[src/uefc_regs.vh]
// offsets, fields and limits of the frame fifo control block
`ifndef UEFC_REGS_VH
`define UEFC_REGS_VH
// apb register byte addresses
`define UEFC_CTRL_ADDR      12'h000
`define UEFC_STAT_ADDR      12'h004
`define UEFC_RXSTAT_ADDR    12'h008
`define UEFC_TXCMDB_ADDR    12'h00C
// control register fields
`define UEFC_CTRL_RX_PATH_ENABLE      0
`define UEFC_CTRL_FLUSH     1
`define UEFC_CTRL_PASSBAD   2
`define UEFC_CTRL_SUMON     3
`define UEFC_CTRL_RESET     32'h00000000
// status register fields
`define UEFC_STAT_TXERR     0
`define UEFC_STAT_HALTED    1
`define UEFC_STAT_SUMRUN    2
`define UEFC_STAT_RXFRAME   3
// receive status word fields
`define UEFC_RS_FILTFAIL    30
`define UEFC_RS_LEN_HI      29
`define UEFC_RS_LEN_LO      16
`define UEFC_RS_ES          15
`define UEFC_RS_BCAST       13
`define UEFC_RS_LENERR      12
`define UEFC_RS_RUNT        11
`define UEFC_RS_MCAST       10
`define UEFC_RS_TOOLONG     7
`define UEFC_RS_LATECOL     6
`define UEFC_RS_ETHTYPE     5
`define UEFC_RS_WDOG        4
`define UEFC_RS_MIIERR      3
`define UEFC_RS_DRIBBLE     2
`define UEFC_RS_CRCERR      1
// frame size limits in bytes
`define UEFC_RUNT_BYTES     14'd64
`define UEFC_MAXLEN_BYTES   14'd1518
`define UEFC_ETHTYPE_MIN    16'd1500
`define UEFC_HDR_BYTES      14'd14
`define UEFC_WDOG_BYTES     14'd2048
// transmit command fields
`define UEFC_CA_OFS_HI      17
`define UEFC_CA_OFS_LO      16
`define UEFC_CA_FIRST       13
`define UEFC_CA_LAST        12
`define UEFC_CB_SUM         14
`define UEFC_CB_NOCRC       13
`define UEFC_CB_NOPAD       12
`define UEFC_SIZE_HI        10
// fifo depths (address bits)
`define UEFC_RXAW           4
`define UEFC_TXAW           4
`endif

[src/uefc_fifo_ctrl.v]
// frame fifo control between usb packet units and the ethernet mac side
// Notes on behaviour
// RL1: bit 13 broadcast, bit 10 multicast
// RL2: bit 12 flags length field mismatch
// RL3: bit 11 runt; pass only if allowed
// RL4: bit 7 over 1518 bytes, no truncation
// RL5: bit 6 marks late collision
// RL6: bit 5 type field above 1500
// RL7: bit 4 receive watchdog expiry
// RL8: bit 3 receive error seen in frame
// RL9: bit 2 dribble, never with bit 6
// RL10: bit 1 crc error or receive error
// RL11: flush resets pointers, self clears
// RL12: software stops receiver before flushing
// RL13: enable clear halts, pulse, re-enable resumes
// RL14: tx write side stores, rewinds errored packets
// RL15: each buffer opens with words A, B
// RL16: word B copies must match except sum
// RL17: word A offset, first, last, size
// RL18: sizes summed and compared with length
// RL19: sum only with request, first, offload
// RL20: B13 no crc, B12 no pad
// RL21: length sizes transfer, last byte enables
// RL22: payload third word, offset selects byte
// RL23: bit 15 ors runt, long, late, crc
// RL24: bits 29:16 size, bit 30 filter fail
// RL25: error flag sticks until reset
//
// The register addresses and the APB register port were chosen for this implementation.
`include "uefc_regs.vh"
`default_nettype none

module uefc_fifo_ctrl (
	// clock and reset
	input  wire        pclk,
	input  wire        presetn,
	// apb slave
	input  wire        psel,
	input  wire        penable,
	input  wire        pwrite,
	input  wire [11:0] paddr,
	input  wire [31:0] pwdata,
	output reg  [31:0] prdata,
	output wire        pready,
	output wire        pslverr,
	// mac receive side, one byte per cycle
	input  wire        rx_valid,
	input  wire [7:0]  rx_byte,
	input  wire        rx_end,
	input  wire        rx_crc_bad,
	input  wire        rx_media_err,
	input  wire        rx_late_col,
	input  wire [2:0]  rx_dribble_bits,
	input  wire        rx_slow_mode,
	input  wire        rx_filter_fail,
	output reg         rx_halted_pulse,
	output wire        rx_frame_accept,
	output reg  [31:0] rx_status_word,
	output reg         rx_status_valid,
	// usb bulk-out write side
	input  wire        out_valid,
	input  wire [31:0] out_word,
	input  wire        out_commit,
	input  wire        out_rewind,
	output wire        out_ready,
	// mac transmit side
	output reg         tx_valid,
	output reg  [31:0] tx_data,
	output reg  [3:0]  tx_byte_en,
	output reg         tx_last,
	output reg         tx_no_crc,
	output reg         tx_no_pad,
	output reg         tx_sum_start,
	input  wire        tx_ready,
	output reg         tx_sync_error_flag
);

	// state of the transmit extractor
	localparam [1:0] ST_CMDA = 2'd0;
	localparam [1:0] ST_CMDB = 2'd1;
	localparam [1:0] ST_DATA = 2'd2;
	localparam [1:0] ST_HALT = 2'd3;

	// synchronised receive pins
	reg [1:0]  s_valid;
	reg [1:0]  s_end;
	reg [1:0]  s_err;
	reg [7:0]  s_byte_a;            // first stage only
	reg [7:0]  s_byte;
	// control register bits
	reg        rx_path_enable;
	reg        rx_flush;
	reg        pass_bad;
	reg        sum_offload_on;
	// receive frame tracking
	reg [13:0] rx_count;
	reg [15:0] rx_lentype;
	reg [47:0] rx_dest;
	reg        rx_err_seen;
	reg        rx_active;
	reg        rx_was_enabled;
	reg [`UEFC_RXAW-1:0] rx_wr_ptr;
	reg [`UEFC_RXAW-1:0] rx_head_ptr;
	// transmit fifo storage and pointers
	reg [31:0] tx_mem [0:(1<<`UEFC_TXAW)-1];
	reg [`UEFC_TXAW:0] tx_wr_ptr;
	reg [`UEFC_TXAW:0] tx_head_ptr;
	reg [`UEFC_TXAW:0] tx_rd_ptr;
	// transmit extractor state
	reg [1:0]  tx_state;
	reg [31:0] cmd_a;
	reg [31:0] cmd_b_ref;
	reg        in_frame;
	reg [10:0] frame_sum;
	reg [10:0] buf_left;
	reg [10:0] frame_left;
	reg [1:0]  cur_ofs;
	reg        first_word;
	reg        sum_running;

	// apb decode
	wire wr_en = psel & penable & pwrite;
	wire mapped = (paddr == `UEFC_CTRL_ADDR) | (paddr == `UEFC_STAT_ADDR) |
		(paddr == `UEFC_RXSTAT_ADDR) | (paddr == `UEFC_TXCMDB_ADDR);
	assign pready  = 1'b1;
	assign pslverr = psel & penable & ~mapped;

	// fifo levels
	wire [`UEFC_TXAW:0] tx_used = tx_wr_ptr - tx_rd_ptr;
	wire tx_full  = tx_used[`UEFC_TXAW];
	wire tx_avail = (tx_head_ptr != tx_rd_ptr);
	assign out_ready = ~tx_full;

	// byte enables from offset and remaining count
	function [3:0] uefc_lanes;
		input [1:0]  ofs;
		input [10:0] left;
		reg   [2:0]  room;
		reg   [2:0]  take;
		begin
			room = 3'd4 - {1'b0, ofs};
			take = (left < {8'd0, room}) ? left[2:0] : room;
			uefc_lanes = ((4'hF >> (3'd4 - take)) << ofs);
		end
	endfunction

	// number of set lanes
	function [2:0] uefc_cnt;
		input [3:0] be;
		begin
			uefc_cnt = {2'b00, be[0]} + {2'b00, be[1]} + {2'b00, be[2]} + {2'b00, be[3]};
		end
	endfunction

	// synchronise receive pins, bytes only read after the second stage
	always @(posedge pclk or negedge presetn) begin
		if (!presetn) begin
			s_valid  <= 2'b00;
			s_end    <= 2'b00;
			s_err    <= 2'b00;
			s_byte_a <= 8'h00;
			s_byte   <= 8'h00;
		end else begin
			s_valid  <= {s_valid[0], rx_valid};
			s_end    <= {s_end[0], rx_end};
			s_err    <= {s_err[0], rx_media_err};
			s_byte_a <= rx_byte;
			s_byte   <= s_byte_a;
		end
	end

	// register writes; flush self clears after one cycle, on the edge that resets the pointers
	always @(posedge pclk or negedge presetn) begin
		if (!presetn) begin
			rx_path_enable <= 1'b0;
			rx_flush       <= 1'b0;
			pass_bad       <= 1'b0;
			sum_offload_on <= 1'b0;
		end else begin
			if (rx_flush)
				rx_flush <= 1'b0; // see RL11
			if (wr_en && paddr == `UEFC_CTRL_ADDR) begin
				rx_path_enable <= pwdata[`UEFC_CTRL_RX_PATH_ENABLE]; // see RL13
				pass_bad       <= pwdata[`UEFC_CTRL_PASSBAD];
				sum_offload_on <= pwdata[`UEFC_CTRL_SUMON];
				if (pwdata[`UEFC_CTRL_FLUSH])
					rx_flush <= 1'b1;
			end
		end
	end

	// read mux
	always @* begin
		case (paddr)
			`UEFC_CTRL_ADDR:   prdata = {28'h0000000, sum_offload_on, pass_bad,
				rx_flush, rx_path_enable};
			`UEFC_STAT_ADDR:   prdata = {28'h0000000, rx_active, sum_running,
				~rx_path_enable & ~rx_active, tx_sync_error_flag};
			`UEFC_RXSTAT_ADDR: prdata = rx_status_word;
			`UEFC_TXCMDB_ADDR: prdata = cmd_b_ref;
			default:           prdata = 32'h00000000;
		endcase
	end

	// receive path: collect header, count bytes, build status word
	wire rx_take = s_valid[1] & rx_active;
	wire [13:0] fin_len = rx_count;
	wire is_runt  = fin_len < `UEFC_RUNT_BYTES;
	wire is_long  = fin_len > `UEFC_MAXLEN_BYTES;
	wire is_wdog  = fin_len > `UEFC_WDOG_BYTES;
	wire is_ety   = (fin_len >= `UEFC_HDR_BYTES) && (rx_lentype > `UEFC_ETHTYPE_MIN);
	wire len_bad  = (fin_len >= `UEFC_HDR_BYTES) && (rx_lentype <= `UEFC_ETHTYPE_MIN) &&
		(rx_lentype[13:0] != fin_len - `UEFC_HDR_BYTES);
	wire drib_hit = rx_slow_mode ? (rx_dribble_bits >= 3'd3) : (rx_dribble_bits == 3'd4);
	wire crc_flag = rx_crc_bad | rx_err_seen | s_err[1];
	assign rx_frame_accept = rx_status_valid & (~rx_status_word[`UEFC_RS_RUNT] | pass_bad); // see RL3

	always @(posedge pclk or negedge presetn) begin
		if (!presetn) begin
			rx_count        <= 14'd0;
			rx_lentype      <= 16'h0000;
			rx_dest         <= 48'h000000000000;
			rx_err_seen     <= 1'b0;
			rx_active       <= 1'b0;
			rx_was_enabled  <= 1'b0;
			rx_halted_pulse <= 1'b0;
			rx_status_word  <= 32'h00000000;
			rx_status_valid <= 1'b0;
			rx_wr_ptr       <= {`UEFC_RXAW{1'b0}};
			rx_head_ptr     <= {`UEFC_RXAW{1'b0}};
		end else begin
			rx_status_valid <= 1'b0;
			rx_halted_pulse <= 1'b0;
			// stop takes effect between frames, then one halted pulse
			rx_was_enabled <= rx_path_enable | rx_active;
			if (rx_was_enabled && !rx_path_enable && !rx_active)
				rx_halted_pulse <= 1'b1; // see RL13
			if (!rx_active && rx_path_enable && s_valid[1] && !s_end[1]) begin
				rx_active   <= 1'b1;
				rx_count    <= 14'd1;
				rx_dest     <= {40'h0000000000, s_byte};
				rx_err_seen <= s_err[1];
			end else if (rx_take) begin
				if (s_err[1])
					rx_err_seen <= 1'b1; // see RL8
				if (rx_count < 14'd6)
					rx_dest <= {rx_dest[39:0], s_byte};
				if (rx_count == 14'd12)
					rx_lentype[15:8] <= s_byte;
				if (rx_count == 14'd13)
					rx_lentype[7:0] <= s_byte;
				// counting continues past the maximum length
				rx_count <= rx_count + 14'd1; // see RL4
				rx_wr_ptr <= rx_wr_ptr + {{(`UEFC_RXAW-1){1'b0}}, 1'b1};
			end
			if (rx_active && s_end[1]) begin
				rx_active <= 1'b0;
				rx_status_valid <= 1'b1;
				rx_head_ptr <= rx_wr_ptr;
				rx_status_word <= 32'h00000000;
				rx_status_word[`UEFC_RS_FILTFAIL] <= rx_filter_fail; // see RL24
				rx_status_word[`UEFC_RS_LEN_HI:`UEFC_RS_LEN_LO] <= fin_len; // see RL24
				rx_status_word[`UEFC_RS_ES] <= is_runt | is_long | rx_late_col |
					(crc_flag & ~is_runt & ~rx_late_col & ~is_wdog); // see RL23
				rx_status_word[`UEFC_RS_BCAST] <= &rx_dest; // see RL1
				rx_status_word[`UEFC_RS_MCAST] <= rx_dest[40] & ~(&rx_dest); // see RL1
				rx_status_word[`UEFC_RS_LENERR] <= len_bad; // see RL2
				rx_status_word[`UEFC_RS_RUNT] <= is_runt; // see RL3
				rx_status_word[`UEFC_RS_TOOLONG] <= is_long; // see RL4
				rx_status_word[`UEFC_RS_LATECOL] <= rx_late_col; // see RL5
				rx_status_word[`UEFC_RS_ETHTYPE] <= is_ety; // see RL6
				rx_status_word[`UEFC_RS_WDOG] <= is_wdog; // see RL7
				rx_status_word[`UEFC_RS_MIIERR] <= rx_err_seen | s_err[1]; // see RL8
				rx_status_word[`UEFC_RS_DRIBBLE] <= drib_hit & ~rx_late_col; // see RL9
				rx_status_word[`UEFC_RS_CRCERR] <= crc_flag & ~is_runt &
					~rx_late_col & ~is_wdog; // see RL10
			end
			// flush returns both pointers to reset; receiver already stopped
			if (rx_flush) begin
				rx_wr_ptr <= {`UEFC_RXAW{1'b0}}; // see RL11
				rx_head_ptr <= {`UEFC_RXAW{1'b0}}; // see RL11
			end
		end
	end

	// bulk-out write side, raw words with head pointer for rewind
	always @(posedge pclk or negedge presetn) begin
		if (!presetn) begin
			tx_wr_ptr   <= {(`UEFC_TXAW+1){1'b0}};
			tx_head_ptr <= {(`UEFC_TXAW+1){1'b0}};
		end else begin
			if (out_rewind)
				tx_wr_ptr <= tx_head_ptr; // see RL14
			else if (out_valid && !tx_full)
				tx_wr_ptr <= tx_wr_ptr + {{`UEFC_TXAW{1'b0}}, 1'b1};
			if (out_commit && !out_rewind)
				tx_head_ptr <= tx_wr_ptr + {{`UEFC_TXAW{1'b0}}, (out_valid & ~tx_full)};
		end
	end

	// storage written without processing
	always @(posedge pclk) begin
		if (out_valid && !tx_full && !out_rewind)
			tx_mem[tx_wr_ptr[`UEFC_TXAW-1:0]] <= out_word;  // see RL14
	end

	// read side: command A, command B, then payload words
	wire [31:0] rd_word = tx_mem[tx_rd_ptr[`UEFC_TXAW-1:0]];
	wire [10:0] a_size  = rd_word[`UEFC_SIZE_HI:0];
	wire [10:0] b_len   = rd_word[`UEFC_SIZE_HI:0];
	wire [10:0] new_sum = frame_sum + cmd_a[`UEFC_SIZE_HI:0];
	wire        can_out = ~tx_valid | tx_ready;
	wire [3:0]  lanes   = uefc_lanes(first_word ? cur_ofs : 2'b00, buf_left);
	wire [10:0] lane_n  = {8'd0, uefc_cnt(lanes)};
	wire        b_differs = ({rd_word[31:15], rd_word[13:0]} !=
		{cmd_b_ref[31:15], cmd_b_ref[13:0]});
	// error checks on commands A and B against frame so far
	wire b_bad = in_frame ? (b_differs | cmd_a[`UEFC_CA_FIRST]) :
		~cmd_a[`UEFC_CA_FIRST];
	wire a_bad = (new_sum < b_len) ? cmd_a[`UEFC_CA_LAST] : ~cmd_a[`UEFC_CA_LAST];
	wire sz_bad = (cmd_a[`UEFC_SIZE_HI:0] == 11'd0) | (cmd_a[`UEFC_CA_LAST] & (new_sum != b_len));

	always @(posedge pclk or negedge presetn) begin
		if (!presetn) begin
			tx_state    <= ST_CMDA;
			tx_rd_ptr   <= {(`UEFC_TXAW+1){1'b0}};
			cmd_a       <= 32'h00000000;
			cmd_b_ref   <= 32'h00000000;
			in_frame    <= 1'b0;
			frame_sum   <= 11'd0;
			buf_left    <= 11'd0;
			frame_left  <= 11'd0;
			cur_ofs     <= 2'b00;
			first_word  <= 1'b0;
			sum_running <= 1'b0;
			tx_valid    <= 1'b0;
			tx_data     <= 32'h00000000;
			tx_byte_en  <= 4'h0;
			tx_last     <= 1'b0;
			tx_no_crc   <= 1'b0;
			tx_no_pad   <= 1'b0;
			tx_sum_start <= 1'b0;
			tx_sync_error_flag <= 1'b0;
		end else begin
			tx_sum_start <= 1'b0;
			if (tx_valid && tx_ready)
				tx_valid <= 1'b0;
			case (tx_state)
				// first command word of a buffer
				ST_CMDA: begin
					if (tx_avail) begin
						cmd_a     <= rd_word; // see RL15
						cur_ofs   <= rd_word[`UEFC_CA_OFS_HI:`UEFC_CA_OFS_LO]; // see RL17
						buf_left  <= a_size; // see RL17
						tx_rd_ptr <= tx_rd_ptr + {{`UEFC_TXAW{1'b0}}, 1'b1};
						tx_state  <= ST_CMDB;
					end
				end
				// second command word, checked against the frame
				ST_CMDB: begin
					if (tx_avail) begin
						tx_rd_ptr  <= tx_rd_ptr + {{`UEFC_TXAW{1'b0}}, 1'b1};
						first_word <= 1'b1; // see RL22
						if (b_bad | a_bad | sz_bad) begin
							tx_sync_error_flag <= 1'b1; // see RL16 RL18
							tx_state <= ST_HALT;
						end else begin
							tx_state  <= ST_DATA;
							frame_sum <= cmd_a[`UEFC_CA_LAST] ? 11'd0 : new_sum; // see RL18
							in_frame  <= ~cmd_a[`UEFC_CA_LAST];
							if (!in_frame) begin
								cmd_b_ref  <= rd_word;
								frame_left <= b_len;           // see RL21
								tx_no_crc  <= rd_word[`UEFC_CB_NOCRC]; // see RL20
								tx_no_pad  <= rd_word[`UEFC_CB_NOPAD]; // see RL20
								sum_running <= rd_word[`UEFC_CB_SUM] &
									cmd_a[`UEFC_CA_FIRST] & sum_offload_on; // see RL19
								tx_sum_start <= rd_word[`UEFC_CB_SUM] &
									cmd_a[`UEFC_CA_FIRST] & sum_offload_on; // see RL19
							end
						end
					end
				end
				// payload words with trimmed byte enables
				ST_DATA: begin
					if (tx_avail && can_out) begin
						tx_rd_ptr  <= tx_rd_ptr + {{`UEFC_TXAW{1'b0}}, 1'b1};
						tx_valid   <= 1'b1;
						tx_data    <= rd_word;
						tx_byte_en <= lanes; // see RL21 RL22
						first_word <= 1'b0;
						buf_left   <= buf_left - lane_n;
						frame_left <= frame_left - lane_n;
						tx_last    <= (frame_left == lane_n);  // see RL21
						if (buf_left == lane_n) begin
							tx_state <= ST_CMDA;
							if (frame_left == lane_n)
								sum_running <= 1'b0;
						end
					end
				end
				// out of step: flag holds until reset
				ST_HALT: begin
					tx_sync_error_flag <= 1'b1; // see RL25
				end
				default: tx_state <= ST_HALT;
			endcase
		end
	end

endmodule // uefc_fifo_ctrl

`default_nettype wire

[config.mk]
export PLATFORM = sky130hd
export DESIGN_NAME = uefc_fifo_ctrl
export DESIGN_NICKNAME = d
export VERILOG_FILES = /design/src/uefc_fifo_ctrl.v
export VERILOG_INCLUDE_DIRS = /design/src
export SDC_FILE = /design/constraint.sdc
export NUM_CORES = 1
export LEC_CHECK = 0
export CAP_MARGIN = 20
export CORE_ASPECT_RATIO = 1.5
export CORE_MARGIN = 1.5
export CORE_UTILIZATION = 60
export DETAILED_ROUTE_END_ITERATION = 8
export DONT_BUFFER_PORTS = 1
export GPL_TIMING_DRIVEN = 0
export PLACE_DENSITY = 0.85
export SYNTH_ARGS = -nofsm -noshare
export SYNTH_HDL_FRONTEND = slang
export SYNTH_SLANG_ARGS = --single-unit
[constraint.sdc]
create_clock -name pclk -period 14.02 [get_ports pclk]
set_input_delay 2.103 -clock pclk [delete_from_list [all_inputs] [get_ports pclk]]
set_output_delay 2.103 -clock pclk [all_outputs]
set_load 0.005 [all_outputs]
==> qor.csv <==
metric,value,unit
grt_first_pass_wirelength,153000,um
crit_required,14.54,ns
synthXorXnorAreaFrac,1.95,%
cp_max_fo,10,
final_common_cell,edfxtp_1,
critPathArrivalTime,8.46,ns
dpl.hpwl,74200,um
io_pins,215,
grt_max_degree,277,
overflow,0,
outcome,completed,
drt-initial-drc-count,2741,
slew_violations,0,
critPathKind,reg2reg,
fmax,126,MHz
p_per_area,188,mW/mm^2
gp_congestion,0.990,
grt_pass1_vias,23500,
avgSynthCellArea,14.0,sq um
drive_gt1_share,14.5,%
period_needed,7.94,ns
wl_per_cell,31.2,um
cts_tree,yes,
syn_to_final_growth,11.1,%
synthCells,2475,
postRouteWirelength,106000,um
die_y,297,um
final_cell_mix,"edfxtp_1 (512), dfrtp_1 (276), nand2_1 (249), o21ai_0 (182), mux2i_1 (132)",
async_flop_share,35.0,%
fin_cells,3393,
rsz0062_at_grt,false,
cts_resized,0,
hold_violations,0,
drt_first_pass_iters,6,
h-tree-depth,3,
grt.total_usage,36.1,%
critPathCaptureType,flip-flop,
vias_per_cell,6.88,
placed_cells,3268,
synth_compound_area_share,8.29,%
numClockSinks,788,
design_area,0.0384,sq mm
timing.final.crit_share,56.6,%
clk_latency,0.65,ns
cts_root_buffer,clkbuf_16,
slew_headroom,20.8,%
ir_drop,0.113,mV
yosysWarningCount,0,
core.rowCount,107,
syn_area,0.0346,sq mm
hold_ws,0.342,ns
p_leak,0.0146,uW
numCtsBuffers,69,
worstMarginPinSlew,1.19,ns
core-area,0.0569,sq mm
tns,0,ns
synth_top_family_by_area,multiplexers,
synth-simple-area-share,7.84,%
path_clk_slew,0.07,ns
start_util,60.8,%
synth-seq-cells,788,
synth_mux_area_share,12.4,%
cts_hold_buf,0,
startpoint_type,flip-flop,
yosys_most_used_dff,edfxtp_1,
skew,0.0288,ns
synth.distinct_cells,86,
place_area,0.0360,sq mm
synth_edf_count,512,
hold_path.class,reg2reg,
fillers,3687,
synth-adder-area-share,1.92,%
final_antenna_net_count,0,
fp.dieArea,0.0591,sq mm
postCtsSetupBuffers,0,
maxCapViolations,0,
die_x,199,um
antenna_found_initial,1,
finalSetupViolCount,0,
portBuffers,0,
nNetsFinal,2730,
drcViolationCount,0,
num_vias,23400,
cts.path.max_buffers,3,
ys_seq_area_share,64.4,%
layout make-up:
| cell class | instances | area, sq um | share of cell area (%) |
|---|---|---|---|
| sequential | 788 | 22300 | 58.0 |
| buffer | 140 | 846 | 2.20 |
| antenna | 1 | 2.50 | 0.00652 |
| clock inverter | 42 | 507 | 1.32 |
| tap | 763 | 955 | 2.49 |
| multi-input combinational | 1487 | 11300 | 29.5 |
| inverter | 64 | 240 | 0.626 |
| timing repair buffer | 26 | 407 | 1.06 |
| clock buffer | 82 | 1850 | 4.82 |
power by group:
group          internal, uW  switching [uW]  total, uW
Sequential             2620             120       2740
Clock                  1120             879       2000
Combinational           861            1610       2470
worst max-delay path, cell delays in order (launching register included):
cell and delay, ns:
dfrtp_1 0.37, clkbuf_1 0.41, inv_1 0.41, buf_1 0.73
clkbuf_1 0.60, clkbuf_1 0.77, mux4_2 0.41, a21boi_0 0.80
inv_1 0.38, ha_1 0.31, a2111oi_0 0.34, o21ai_0 0.16
o21ai_0 0.21, a21boi_0 0.21, o21ai_1 0.64, and2_0 0.37
clkbuf_1 0.39, nor2_1 0.10, o22a_1 0.18
through the flow:
| stage | worst slack, ns | power [uW] | util (%) |
|---|---|---|---|
| finish | 6.08 | 7210 | 67.5 |
| CTS | 6.32 | 7120 | 67.5 |
| global placement | 3.06 | 5050 | 62.5 |
| detailed placement | 6.36 | 5130 | 63.3 |
| floorplan | 7.93 | 4230 | - |
| global route | 5.71 | 7380 | 67.5 |
path summary, 6_finish.rpt:
path                       slack [ns]         start  depth (start not counted)             end
min in group asynchronous        1.15       presetn                          0   frame_left[4]
setup reg to reg                 6.08  tx_rd_ptr[3]                         18  frame_left[10]
setup / recovery                 6.08  tx_rd_ptr[3]                         18  frame_left[10]
hold reg to reg                  0.34   s_byte_a[4]                          0       s_byte[4]
hold / removal                   0.34   s_byte_a[4]                          0       s_byte[4]
max in group asynchronous       12.22       presetn                          0      fin_len[1]
registers in the layout (all words and copies together) (netlist names), 13 cells and up:
register	cells
tx_mem	512
rx_dest	48
cmd_b_ref	32
tx_data	32
rx_status_word	27
rx_lentype	16
fin_len	14
cmd_a	13
layer usage:
metal / share of wire [%] / GRT usage (%)
met1: 32 / 39.6
met2: 48 / 58.6
met3: 11 / 10.0
met4: 9.3 / 29.1
met5: 0.011 / 0.168
kinds of logic (layout without fill, tap and decap cells):
group,after synthesis,after routing
AOI/OAI and AO/OA,451,451
xor gates and xnor gates,77,77
adders and majority gates,52,52
buffers and inverters,204,354
DFF,788,788
muxes,309,309
other,2,7
and+or+nand+nor,592,592
cell usage after synthesis, types with 14 or more instances:
| library cell | instances | area, sq um |
|---|---|---|
| edfxtp_1 | 512 | 15400 |
| dfrtp_1 | 276 | 6910 |
| nand2_1 | 249 | 935 |
| o21ai_0 | 182 | 911 |
| mux2i_1 | 132 | 1320 |
| nor2_1 | 132 | 495 |
| mux2_2 | 91 | 1020 |
| clkbuf_1 | 81 | 304 |
| mux4_2 | 73 | 1640 |
| a21oi_1 | 66 | 330 |
| inv_1 | 63 | 236 |
| ha_1 | 49 | 613 |
| nor3_1 | 45 | 225 |
| xnor2_1 | 41 | 359 |
| xor2_1 | 36 | 315 |
| a22o_1 | 32 | 280 |
| nand4_1 | 27 | 169 |
| a22oi_1 | 25 | 188 |
| nand3_1 | 24 | 120 |
| o22ai_1 | 21 | 131 |
| a221oi_1 | 17 | 149 |
| a31oi_1 | 17 | 106 |
| and2_1 | 17 | 106 |
| nor4_1 | 17 | 106 |
| buf_2 | 16 | 80.1 |
| nand2b_1 | 15 | 93.8 |
| nor2b_1 | 15 | 93.8 |
| buf_6 | 14 | 158 |
No activity file was read; power rests on OpenSTA's default activity.
